$ cat src/verilog/table_access_consts.vh
// Constants for the table read/write execution block.
// Assumes inclusion by bare name from design files; definitions only.
`ifndef TABLE_ACCESS_CONSTS_VH
`define TABLE_ACCESS_CONSTS_VH

`define OPC_PREFIX      12'h000    // Bits 15:4 of both opcodes, all zero
`define OPC_SEL_READ    2'h2       // Bits 3:2 for table read
`define OPC_SEL_WRITE   2'h3       // Bits 3:2 for table write
`define MODE_NONE       2'h0       // Pointer unchanged
`define MODE_POSTINC    2'h1       // Pointer + 1 after access
`define MODE_POSTDEC    2'h2       // Pointer - 1 after access
`define MODE_PREINC     2'h3       // Pointer + 1 before access
`define PTR_WIDTH       21         // Byte pointer width
`define PTR_RESET       21'h00_0000
`define LATCH_RESET     8'h00
`define HOLD_SEL_WIDTH  3          // Low pointer bits that pick a holding byte
`define HOLD_RESET      8'hFF      // Erased value of a holding byte
`define PTR_ONE         21'h00_0001

`endif

$ cat src/verilog/hold_byte_mem.v
// Holding registers for table writes: a small byte memory, one write
// port and one registered read port. Assumes a single clock domain.
`timescale 1ns/1ns
`default_nettype none
`include "table_access_consts.vh"

module hold_byte_mem #(
  parameter AW = `HOLD_SEL_WIDTH              // Address width
) (
  input  wire          clk,                   // Core clock
  input  wire          rstn,                  // Async reset, active low
  input  wire          wrEn,                  // Write strobe
  input  wire [AW-1:0] wrAddr,                // Write address
  input  wire [7:0]    wrData,                // Write data
  input  wire [AW-1:0] rdAddr,                // Read address
  output reg  [7:0]    rdData                 // Registered read data
);

  reg [7:0] mem [0:(1<<AW)-1];
  genvar g;

  // Each byte resets to the erased value so a partial row programs safely
  generate
    for (g = 0; g < (1<<AW); g = g + 1) begin : gByte
      always @(posedge clk or negedge rstn) begin
        if (!rstn) begin
          mem[g] <= `HOLD_RESET;
        end else if (wrEn && wrAddr == g) begin
          mem[g] <= wrData;
        end
      end
    end
  endgenerate

  // Read data registered
  always @(posedge clk or negedge rstn) begin
    if (!rstn) begin
      rdData <= `HOLD_RESET;
    end else begin
      rdData <= mem[rdAddr];
    end
  end

endmodule

`default_nettype wire

$ cat src/verilog/table_access.v
// Table read/write execution unit: runs the two table instructions using
// a byte pointer and a byte latch. Assumes the decoder presents an opcode
// with a one-cycle strobe and that program memory answers a read request
// with a one-cycle valid pulse some cycles later.
// Only one table instruction runs at a time; an opcode offered while busy
// is dropped, so the decoder must stall until busy falls.
//
// Notes on behaviour
// - Read opcode is twelve zeros then 10; low two bits pick pointer mode.
// - Read loads addressed byte into latch; post modes adjust after, preinc before.
// - Pointer is 21-bit byte address; each step moves exactly one byte.
// - Pointer bit zero picks low byte (0) or high byte (1) of word.
// - Write stores latch into selected holding byte, same modes, effective at completion.
// - Small package variant: table write unavailable in normal operation.
// - Large variant: write effective only when targeting external memory.
`timescale 1ns/1ns
`default_nettype none
`include "table_access_consts.vh"

module table_access #(
  parameter PW = `PTR_WIDTH,                  // Pointer width
  parameter HW = `HOLD_SEL_WIDTH              // Holding select width
) (
  input  wire          clk,                   // Core clock
  input  wire          rstn,                  // Async reset, active low
  input  wire          opValid,               // Opcode strobe from decoder
  input  wire [15:0]   opWord,                // Instruction word
  input  wire          smallPkg,              // Small package variant
  input  wire          extMemTarget,          // Pointer targets external memory
  input  wire          ptrLoad,               // Software pointer load strobe
  input  wire [PW-1:0] ptrLoadVal,            // Pointer load value
  input  wire          latchLoad,             // Software latch load strobe
  input  wire [7:0]    latchLoadVal,          // Latch load value
  input  wire          memRdValid,            // Program memory read data valid
  input  wire [7:0]    memRdData,             // Program memory read byte
  input  wire [HW-1:0] holdRdAddr,            // Holding byte read address
  output wire          busy,                  // Instruction in progress
  output reg           opDone,                // One-cycle completion pulse
  output reg           opRejected,            // Write refused pulse
  output reg           memRdReq,              // Program memory read request
  output reg  [PW-1:0] memAddr,               // Program memory byte address
  output reg           extWrReq,              // External write request
  output reg  [PW-1:0] extWrAddr,             // External write address
  output reg  [7:0]    extWrData,             // External write byte
  output reg  [PW-1:0] tablePtr_ff,           // table_byte_pointer
  output reg  [7:0]    tableLatch_ff,         // table_byte_latch
  output wire [7:0]    holdRdData             // Holding byte read data
);

  // One-hot states: idle, waiting for read data, writing the holding byte
  localparam ST_IDLE = 3'b001;
  localparam ST_READ = 3'b010;
  localparam ST_WRIT = 3'b100;

  // Registered state and the combinational next values
  reg [2:0]    state_ff;
  reg [2:0]    nxt_state;
  reg [1:0]    mode_ff;
  reg [1:0]    nxt_mode;
  reg [PW-1:0] nxt_ptr;
  reg          holdWr;

  // Pointer step; wraps modulo the 2-Mbyte space
  function [PW-1:0] stepPtr;
    input [PW-1:0] p;
    input [1:0]    m;
    begin
      case (m)
        `MODE_POSTINC, `MODE_PREINC: stepPtr = p + `PTR_ONE;
        `MODE_POSTDEC:               stepPtr = p - `PTR_ONE;
        default:                     stepPtr = p;
      endcase
    end
  endfunction

  // Opcode class decode, shared by both instructions
  function isTableOp;
    input [15:0] w;
    input [1:0]  sel;
    begin
      isTableOp = (w[15:4] == `OPC_PREFIX) && (w[3:2] == sel);
    end
  endfunction

  wire isRead  = opValid && isTableOp(opWord, `OPC_SEL_READ);
  wire isWrite = opValid && isTableOp(opWord, `OPC_SEL_WRITE);
  wire wrAllow = !smallPkg && extMemTarget;
  // Accepted read and its completion, shared by several processes below
  wire takeRead = state_ff[0] && isRead;
  wire readDone = state_ff[1] && memRdValid;

  // Busy is combinational so the decoder can stall in the very cycle
  assign busy = !state_ff[0];

  // Sequencing: the pre-increment is applied as the access starts so the
  // access uses the new address; post modes adjust at completion.
  always @* begin
    nxt_state = state_ff;
    nxt_mode  = mode_ff;
    nxt_ptr   = tablePtr_ff;
    holdWr    = 1'b0;
    case (state_ff)
      ST_IDLE: begin
        if (isRead || (isWrite && wrAllow)) begin
          nxt_mode  = opWord[1:0];
          nxt_state = isRead ? ST_READ : ST_WRIT;
          if (opWord[1:0] == `MODE_PREINC) begin
            nxt_ptr = stepPtr(tablePtr_ff, `MODE_PREINC);
          end
        end else if (ptrLoad) begin
          nxt_ptr = ptrLoadVal;
        end
      end
      ST_READ: begin
        if (memRdValid) begin
          nxt_state = ST_IDLE;
          if (mode_ff != `MODE_PREINC) begin
            nxt_ptr = stepPtr(tablePtr_ff, mode_ff);
          end
        end
      end
      ST_WRIT: begin
        holdWr    = 1'b1;
        nxt_state = ST_IDLE;
        if (mode_ff != `MODE_PREINC) begin
          nxt_ptr = stepPtr(tablePtr_ff, mode_ff);
        end
      end
      default: begin
        nxt_state = ST_IDLE;
      end
    endcase
  end

  // State, mode and pointer. The pointer moves only through nxt_ptr, so a
  // software load and a table step can never land in the same cycle.
  always @(posedge clk or negedge rstn) begin
    if (!rstn) begin
      state_ff    <= ST_IDLE;
      mode_ff     <= `MODE_NONE;
      tablePtr_ff <= `PTR_RESET;
    end else begin
      state_ff    <= nxt_state;
      mode_ff     <= nxt_mode;
      tablePtr_ff <= nxt_ptr;
    end
  end

  // Read request, issued once per table read and addressed by the pointer
  // after any pre-increment. The address is held while the read is open
  // because the memory side may need several cycles to answer.
  always @(posedge clk or negedge rstn) begin
    if (!rstn) begin
      memRdReq <= 1'b0;
      memAddr  <= `PTR_RESET;
    end else begin
      memRdReq <= takeRead;
      if (takeRead) begin
        memAddr <= nxt_ptr;
      end
    end
  end

  // Completion and refusal pulses, one cycle each. A refused write leaves
  // the pointer and the holding bytes untouched: it never leaves idle.
  always @(posedge clk or negedge rstn) begin
    if (!rstn) begin
      opDone     <= 1'b0;
      opRejected <= 1'b0;
    end else begin
      opDone     <= readDone || state_ff[2];
      opRejected <= state_ff[0] && isWrite && !wrAllow;
    end
  end

  // External write port. Address and data are captured with the holding
  // write, so the memory interface sees the byte the holding array got.
  always @(posedge clk or negedge rstn) begin
    if (!rstn) begin
      extWrReq  <= 1'b0;
      extWrAddr <= `PTR_RESET;
      extWrData <= `LATCH_RESET;
    end else begin
      extWrReq <= holdWr;
      if (holdWr) begin
        extWrAddr <= tablePtr_ff;
        extWrData <= tableLatch_ff;
      end
    end
  end

  // Table latch. A completing read wins over a software load; loads are
  // taken only while idle, so in practice the two never meet.
  always @(posedge clk or negedge rstn) begin
    if (!rstn) begin
      tableLatch_ff <= `LATCH_RESET;
    end else if (readDone) begin
      tableLatch_ff <= memRdData;
    end else if (state_ff[0] && latchLoad) begin
      tableLatch_ff <= latchLoadVal;
    end
  end

  // Holding bytes picked by the low pointer bits; bit zero picks LSB/MSB
  hold_byte_mem #(
    .AW (HW)
  ) uHold (
    .clk    (clk),
    .rstn   (rstn),
    .wrEn   (holdWr),
    .wrAddr (tablePtr_ff[HW-1:0]),
    .wrData (tableLatch_ff),
    .rdAddr (holdRdAddr),
    .rdData (holdRdData)
  );

endmodule

`default_nettype wire

$ cat config.mk
export PLATFORM = sky130hd
export DESIGN_NAME = table_access
export DESIGN_NICKNAME = d
export VERILOG_FILES = /design/src/verilog/hold_byte_mem.v /design/src/verilog/table_access.v
export VERILOG_INCLUDE_DIRS = /design/src /design/src/verilog
export SDC_FILE = /design/constraint.sdc
export NUM_CORES = 1
export LEC_CHECK = 0
export BUFFER_PORTS_ARGS = -buffer_cell sky130_fd_sc_hd__buf_4
export CAP_MARGIN = 20
export CELL_PAD_IN_SITES_DETAIL_PLACEMENT = 0
export CELL_PAD_IN_SITES_GLOBAL_PLACEMENT = 2
export CORE_MARGIN = 8
export CORE_UTILIZATION = 35
export DETAILED_ROUTE_END_ITERATION = 7
export PLACE_DENSITY_LB_ADDON = 0.1
export SETUP_SLACK_MARGIN = 0.15
export SYNTH_ARGS = -nofsm -noshare
export SYNTH_HDL_FRONTEND = slang
export SYNTH_SLANG_ARGS = --single-unit
$ cat constraint.sdc
create_clock -name clk -period 7.2 [get_ports clk]
set_input_delay 2.16 -clock clk [delete_from_list [all_inputs] [get_ports clk]]
set_output_delay 2.16 -clock clk [all_outputs]
set_load 0.01 [all_outputs]
==> results of run 1 <==
state kept, by name, summed over array words and instances, names as in the netlist:
name and flops:
extWrData 8, mode_ff 2, tableLatch_ff 8, tablePtr_ff 21, extWrAddr 21, memRdReq 1
uHold.mem 64, uHold.rdData 8, extWrReq 1, opRejected 1, state_ff 3, memAddr 21
opDone 1
cell type report:
class,instances,area share [%]
Sequential cell,160,39.40
Multi-Input combinational cell,517,39.22
Timing Repair Buffer,164,11.86
Clock buffer,20,4.405
Tap cell,319,3.840
Clock inverter,12,1.035
Inverter,7,0.2528
power by group:
group | internal, mW | switching, mW | total [mW]
clock network | 0.475 | 0.411 | 0.887
registers | 0.920 | 0.0780 | 0.998
logic | 0.0988 | 0.114 | 0.213
kinds of logic after synthesis:
| kind of cell | synth area share (%) |
|---|---|
| XOR/XNOR | 1.251 |
| flip-flops | 48.73 |
| AO/OA/AOI/OAI | 11.70 |
| AND/OR/NAND/NOR | 13.62 |
| buffers and inverters | 3.023 |
| multiplexers | 20.62 |
| adder cells (fa/ha/maj) | 1.042 |
placed cells by master (no fill, tap or decap), drive strengths merged, types with 6 or more instances in the layout:
cell type  instances
or4                6
a21oi             23
mux2i             13
buf              164
a22oi              6
dfrtp             87
nand2             53
nor2              45
o21ai             32
nand4              9
nand3             21
inv               15
ha                 7
mux2             108
nor3              13
clkbuf            20
dfstp             73
xnor2              7
and2              12
nor4              13
or3               13
o211ai             6
mux4              17
a31oi             14
worst max path at each step:
stage                  endpoint  slack, ns  depth (start not counted)
finish              memAddr[15]       2.81                          7
floorplan            memAddr[2]       3.15                          8
detailed placement   memAddr[8]       2.38                          7
CTS                 memAddr[15]       2.85                          7
global placement     memAddr[8]       2.53                          7
global route         memAddr[8]       2.64                          7
per-stage QoR:
stage                     cell area (µm²)  cells
after floorplan                      8403    741
after global placement               9824   1166
after detailed placement             9829   1167
after CTS                           10400   1199
after global routing                10400   1199
final                               10400   1199
per-layer routing:
layer	vias to the layer above	routed length [µm]	GRT usage (%)
met5	-	0	0
met4	0	602	6.200
met3	31	1380	4.725
met2	182	14500	34.56
met1	3385	10950	22.11
li1	3014	-	-
==> metrics.yaml, run 1 <==
run_status:
  status: "finished clean"
synth:
  ys_top_cells_by_count: "107 x mux2_2, 87 x dfrtp_1, 73 x dfstp_2, 53 x nand2_1, 45 x nor2_1"
  synthesis.area_um2: 8403
  post-synth-top-count-cell: "mux2_2"
  ys_top_cells_by_area: "dfrtp_1 26%, dfstp_2 23%, mux2_2 14%"
  synth_top_area_share_pct: 25.91
  yosysTopAreaCell: "dfrtp_1"
  syn_inst: 741
  ys_ff_latch: 160
  async_reset_ff_share_pct: 100.0
  synth_edf_count: 0
  synthFlopType: "dfrtp_1"
  yosys_warnings: 0
  synth-seq-area-share_pct: 48.73
  ys_types: 75
  syn-num-nets: 812
  synth_area_per_cell_um2: 11.34
layout:
  area_growth_pct: 23.70
  nNetsFinal: 938
  finish.utilization_pct: 44.15
  fillers: 2299
  register_area_um2: 4095
  multiInputGateArea_um2: 4076
  drive_gt1_share_pct: 46.14
  diodes: 0
timing:
  slew_headroom_pct: 36.01
  drv_slew: 0
  whs_ns: 0.5107
  fmax_ghz: 0.2279
  fin_crit_ns: 4.387
  fin_worst_skew_ns: 0.01298
  tns_ns: 0
  setup_violations: 0
  worst_slack_ns: 2.813
  rsz0062_at_grt: "false"
  tightest_slew_ns: 0.9568
  final_hold_viol_count: 0
  finalCritPeriodShare_pct: 60.93
setup_path:
  crit_type: "input port to flop"
  path_cells: "buf_4, nor4b_1, and4_1, o21a_1, nand2_1, a221o_1, mux2_4"
  start_kind: "input port"
  crit_start: "opWord[12]"
  cp.required_ns: 7.51
  crit_slowest_cell: "and4_1"
  crit_path_max_incr_delay_ns: 0.56
  r2r_start: "state_ff[0]"
  rr_endpoint: "memAddr[18]"
  rr_worst_depth: 6
  cp_num_buf_inv: 1
  cp_max_fo: 12
  cp_top_family: "simple AND/OR/NAND/NOR gates"
  ff2ff_setup_slack_ns: 3.96
  cp.arrival_ns: 4.70
  critPathCaptureType: "flop"
die:
  core.rowCount: 56
  die-height_um: 170.9
  fp.dieW_um: 170.9
  die-area_um2: 29220
  io_pins: 156
  initial_core_util_pct: 35.69
  core-area_um2: 23540
global_routing:
  overflow: 0
  first_global_vias: 7207
  grt_pass1_wl_mm: 42.52
  antenna_found_initial: 0
  global_route.usage.total_pct: 19.22
  grt_max_degree: 63
placed_design:
  gp_congestion: 0.8621
  place_hpwl_mm: 19.76
  pre_cts_slack_ns: 2.375
  io_buffers: 155
cts:
  cts_buffers: 17
  cts_setup_buffers: 0
  cts.path.max_buffers: 2
  clk_pin_slew_ns: 0.07
  clock_sinks: 160
  root_buffer: "clkbuf_16"
  cts_tree: "built"
  clk_latency_ns: 0.43
  holdBufCountCts: 0
  cts_resized: 0
  htree_levels: 4
hold_path:
  hold_class: "flop to flop"
  whs_endpoint: "extWrAddr[2]"
  worstHoldStart: "extWrAddr[2]"
  hold_depth: 1
detailed_routing:
  detail-route-antenna-nets: 0
  wl_mm: 27.44
  drc: 0
  drt-initial-drc-count: 487
  vias: 6612
  first_pass_iters: 5
  post_drt_wl_per_cell_um: 22.88
  routed_via_density: 5.515
pwr:
  p_leak_nw: 4.518
  powerDensity_nw_per_um2: 201.8
  ir_worst_vdd_uv: 96.99
  power_mw: 2.098
run:
  maxCapViolations: 0
No activity file was read; power rests on OpenSTA's default activity.
==> run 2: changes to the inputs <==
==> constraint.sdc (replaced) <==
create_clock -name clk -period 4.52 [get_ports clk]
set_input_delay 1.356 -clock clk [delete_from_list [all_inputs] [get_ports clk]]
set_output_delay 1.356 -clock clk [all_outputs]
set_load 0.01 [all_outputs]
==> metrics.yaml, run 2 (synthesis gave the netlist of run 1 again) <==
cts:
  cts.path.max_buffers: 2  # unchanged
  holdBufCountCts: 0  # unchanged
  clock_sinks: 160  # unchanged
  root_buffer: "clkbuf_16"
  clk_latency_ns: 0.44  # about the same
  cts_tree: "built"
  clk_pin_slew_ns: 0.07  # about the same
  cts_resized: 0  # unchanged
  cts_buffers: 17  # unchanged
  htree_levels: 4  # unchanged
  cts_setup_buffers: 0  # unchanged
timing:
  tns_ns: 0  # unchanged
  setup_violations: 0  # unchanged
  fin_crit_ns: 3.521
  fin_worst_skew_ns: 0.02201  # +0.009032 ns
  worst_slack_ns: 0.9985  # -1.814 ns
  rsz0062_at_grt: "false"
  drv_slew: 0  # unchanged
  slew_headroom_pct: 44.48  # +8.5 points
  tightest_slew_ns: 0.8264  # -0.1304 ns
  final_hold_viol_count: 0  # unchanged
  whs_ns: 0.5119  # +0.001141 ns
  fmax_ghz: 0.2840
  finalCritPeriodShare_pct: 77.91
placed_design:
  pre_cts_slack_ns: 0.5262  # -1.849 ns
  io_buffers: 155  # unchanged
  dp_cells: 1171  # +0.34%
  placed_area_um2: 9867  # +0.38%
  gp_congestion: 0.8612  # -0.10%
  place_hpwl_mm: 20.00  # +1.3%
setup_path:
  crit_type: "input port to flop"
  cp.required_ns: 4.83  # -2.68 ns
  rr_worst_depth: 6  # unchanged
  critPathCaptureType: "flop"
  cp.arrival_ns: 3.84  # -0.86 ns
  cp_max_fo: 12  # unchanged
  start_kind: "input port"
  ff2ff_setup_slack_ns: 1.24  # -2.72 ns
pwr:
  ir_worst_vdd_uv: 211.2  # +120%
  sequentialPowerShare_pct: 46.2  # -1.4 points
  powerDensity_nw_per_um2: 327.6  # +62%
  clock_power_share_pct: 43.6  # +1.3 points
  power_mw: 3.431  # +64%
  power.share.combinational_pct: 10.2  # about the same
  switching_share_pct: 30.54  # +1.8 points
  p_int_mw: 2.383  # +59%
  p_leak_nw: 4.561  # +0.97%
  p_sw_mw: 1.048  # +74%
layout:
  area_growth_pct: 24.64
  stdcell_area_um2: 10470  # +0.76%
  nNetsFinal: 942  # +0.43%
  fin_cells: 1203  # +0.33%
  largest_register: "uHold.mem"
  register_area_um2: 4095  # unchanged
  multiInputGateArea_um2: 4069  # -0.18%
  diodes: 0  # unchanged
  largest_reg_flops: 64  # unchanged
  mostFrequentLayoutCell: "buf_4"
  drive_gt1_share_pct: 46.61  # +0.47 points
  final_cell_mix: "166 x buf_4, 107 x mux2_2, 87 x dfrtp_1"
  fillers: 2312  # +0.57%
  finish.utilization_pct: 44.49  # +0.33 points
detailed_routing:
  routed_via_density: 5.518  # about the same
  vias: 6638  # +0.39%
  drc: 0  # unchanged
  detail-route-antenna-nets: 0  # unchanged
  first_pass_iters: 5  # unchanged
  drt-initial-drc-count: 618  # +27%
  post_drt_wl_per_cell_um: 23.32  # +1.9%
  wl_mm: 28.06  # +2.3%
hold_path:
  hold_class: "flop to flop"
  hold_depth: 1  # unchanged
global_routing:
  global_route.usage.total_pct: 19.55  # +0.33 points
  first_global_vias: 7301  # +1.3%
  overflow: 0  # unchanged
  grt_pass1_wl_mm: 43.35  # +1.9%
  grt_max_degree: 77  # +22%
  antenna_found_initial: 0  # unchanged
run_status:
  status: "finished clean"
die:
  fp.dieW_um: 170.9  # unchanged
  die-area_um2: 29220  # unchanged
  core-area_um2: 23540  # unchanged
  die-height_um: 170.9  # unchanged
  core.rowCount: 56  # unchanged
  io_pins: 156  # unchanged
  initial_core_util_pct: 35.69  # unchanged
run:
  maxCapViolations: 0  # unchanged
==> run 2: layout make-up <==
class,count,share of cell area (%)
Inverter,7,0.2509
Multi-Input combinational cell,517,38.85
Clock inverter,15,1.732
Clock buffer,17,4.062
Tap cell,319,3.811
Timing Repair Buffer,168,12.20
Sequential cell,160,39.10
==> run 2: final timing paths <==
| kind | from | end |
|---|---|---|
| max | opWord[8] | memAddr[15] |
| min | extWrData[6] | extWrData[6] |
| min reg2reg | extWrData[6] | extWrData[6] |
| min in group asynchronous | rstn | tableLatch_ff[1] |
| max in group asynchronous | rstn | uHold.mem[17] |
| max reg2reg | state_ff[0] | memAddr[18] |
==> run 2: power by group through the flow <==
stage / clock network [mW] / registers [mW] / logic, mW
6_report: 1.50 / 1.58 / 0.351
5_1_grt: 1.59 / 1.60 / 0.387
4_1_cts: 1.54 / 1.58 / 0.357
3_5_place_dp: 0 / 1.61 / 0.356
3_3_place_gp: 0 / 1.61 / 0.354
2_1_floorplan: 0 / 1.54 / 0.204
==> run 2: worst max-delay path: stages <==
cell     delay, ns
buf_4         0.11
nor4b_1       0.39
and4_1        0.54
o21a_1        0.37
nand2_1       0.33
a221o_1       0.46
mux2_4        0.26
==> run 2: per-layer routing <==
| layer | up-vias | GRT usage, % | part of all wire, % |
|---|---|---|---|
| met5 | - | 0 | 0 |
| met1 | 3381 | 23.04 | 41 |
| li1 | 3024 | - | - |
| met3 | 41 | 4.540 | 4.8 |
| met4 | 0 | 5.784 | 2.2 |
| met2 | 192 | 34.93 | 52 |
==> run 3: changes to the inputs <==
--- a/config.mk
+++ b/config.mk
@@ -11,7 +11,7 @@
 export CELL_PAD_IN_SITES_DETAIL_PLACEMENT = 0
 export CELL_PAD_IN_SITES_GLOBAL_PLACEMENT = 2
 export CORE_MARGIN = 8
-export CORE_UTILIZATION = 35
+export CORE_UTILIZATION = 33
 export DETAILED_ROUTE_END_ITERATION = 7
 export PLACE_DENSITY_LB_ADDON = 0.1
 export SETUP_SLACK_MARGIN = 0.15
==> constraint.sdc (replaced) <==
create_clock -name clk -period 3.2 [get_ports clk]
set_input_delay 0.96 -clock clk [delete_from_list [all_inputs] [get_ports clk]]
set_output_delay 0.96 -clock clk [all_outputs]
set_load 0.01 [all_outputs]
==> metrics.yaml, run 3 (synthesis gave the netlist of run 1 again) <==
placed_design:
  placed_area_um2: 10180  # +3.1%
  dp_cells: 1218  # +4.0%
  place_hpwl_mm: 21.61  # +8.0%
  pre_cts_slack_ns: 0.1182  # -0.4080 ns
  io_buffers: 155  # unchanged
  gp_congestion: 0.8922  # +3.6%
global_routing:
  first_global_vias: 7503  # +2.8%
  grt_max_degree: 69  # -10%
  overflow: 0  # unchanged
  grt_pass1_wl_mm: 44.47  # +2.6%
  global_route.usage.total_pct: 18.81  # -0.75 points
  antenna_found_initial: 0  # unchanged
layout:
  drive_gt1_share_pct: 48.59  # +2.0 points
  stdcell_area_um2: 10750  # +2.6%
  diodes: 0  # unchanged
  largest_reg_flops: 64  # unchanged
  area_growth_pct: 27.87
  fin_cells: 1250  # +3.9%
  mostFrequentLayoutCell: "buf_4"
  nNetsFinal: 978  # +3.8%
  largest_register: "uHold.mem"
  final_cell_mix: "200 x buf_4, 107 x mux2_2, 87 x dfrtp_1"
detailed_routing:
  vias: 6870  # +3.5%
  wl_mm: 28.98  # +3.3%
  routed_via_density: 5.496  # -0.40%
  first_pass_iters: 5  # unchanged
  drt-initial-drc-count: 528  # -15%
  drc: 0  # unchanged
  post_drt_wl_per_cell_um: 23.18  # -0.60%
  detail-route-antenna-nets: 0  # unchanged
timing:
  fmax_ghz: 0.3573
  final_hold_viol_count: 0  # unchanged
  tns_ns: 0  # unchanged
  drv_slew: 0  # unchanged
  worst_slack_ns: 0.4015  # -0.5971 ns
  fin_worst_skew_ns: 0.01292  # -0.009093 ns
  rsz0062_at_grt: "false"
  setup_violations: 0  # unchanged
  finalCritPeriodShare_pct: 87.45
  slew_headroom_pct: 28.49  # -16 points
  whs_ns: 0.5101  # -0.001733 ns
  tightest_slew_ns: 1.061  # +0.2350 ns
  fin_crit_ns: 2.799
setup_path:
  crit_path_max_incr_delay_ns: 0.66  # +0.12 ns
  cp.arrival_ns: 3.12  # -0.72 ns
  crit_start: "tablePtr_ff[1]"
  cp_top_family: "simple AND/OR/NAND/NOR gates"
  cp_num_buf_inv: 0  # -1
  crit_cells: 6  # -1
  start_kind: "flop"
  critPathCaptureType: "flop"
  crit_slowest_cell: "or4b_4"
  crit_type: "flop to flop"
  path_cells: "or4b_4, or3_4, o32ai_4, o221ai_2, a221o_1, mux2_4"
  cp.required_ns: 3.52  # -1.31 ns
  cp_max_fo: 13  # +1
  rr_worst_depth: 6  # unchanged
  r2r_start: "tablePtr_ff[1]"
die:
  die-area_um2: 30830  # +5.5%
  io_pins: 156  # unchanged
  core-area_um2: 25110  # +6.7%
  die-height_um: 175.6  # +2.7%
  initial_core_util_pct: 33.47  # -2.2 points
  fp.dieW_um: 175.6  # +2.7%
  core.rowCount: 58  # +3.6%
cts:
  clock_sinks: 160  # unchanged
  cts_tree: "built"
  cts_resized: 0  # unchanged
  cts_setup_buffers: 0  # unchanged
  cts.path.max_buffers: 2  # unchanged
  clk_pin_slew_ns: 0.07  # about the same
  clk_latency_ns: 0.43  # about the same
  cts_buffers: 17  # unchanged
  root_buffer: "clkbuf_16"
  htree_levels: 4  # unchanged
  holdBufCountCts: 0  # unchanged
hold_path:
  hold_class: "flop to flop"
  worstHoldStart: "extWrAddr[19]"
  hold_depth: 1  # unchanged
run_status:
  status: "finished clean"
pwr:
  p_leak_nw: 4.717  # +3.4%
  powerDensity_nw_per_um2: 444.0  # +36%
  ir_worst_vdd_uv: 270.2  # +28%
run:
  maxCapViolations: 0  # unchanged
==> run 3: worst paths after layout <==
kind / to / slack, ns
worst max-delay path: memAddr[15] / 0.40
worst min-delay path: extWrAddr[19] / 0.51
worst max register to register: memAddr[15] / 0.40
worst min register to register: extWrAddr[19] / 0.51
max in group asynchronous: uHold.mem[33] / 1.81
min in group asynchronous: extWrAddr[3] / 0.56
==> run 3: metal layers <==
| metal | global-route usage (%) | part of all wire (%) |
|---|---|---|
| met2 | 33.46 | 52 |
| met1 | 21.46 | 39 |
| met5 | 0 | 0 |
| met4 | 8.654 | 3.7 |
| met3 | 3.586 | 5.1 |
==> run 3: cell type report <==
type	count	area, µm²
Clock buffer	18	429.2
Clock inverter	14	140.1
Fill cell	2470	14360
Inverter	7	26.28
Multi-Input combinational cell	517	4069
Sequential cell	160	4095
Tap cell	330	412.9
Timing Repair Buffer	204	1573
==> run 3: power breakdown <==
group | switching, mW | internal [mW]
registers | 0.134 | 2.07
clock network | 0.953 | 1.04
logic | 0.320 | 0.254
==> run 3: metrics by stage <==
stage / utilization, % / power (mW)
global placement: 40.53 / 2.815
floorplan: - / 2.462
global route: 42.79 / 4.978
finish: 42.79 / 4.771
CTS: 42.79 / 4.840
detailed placement: 40.53 / 2.820
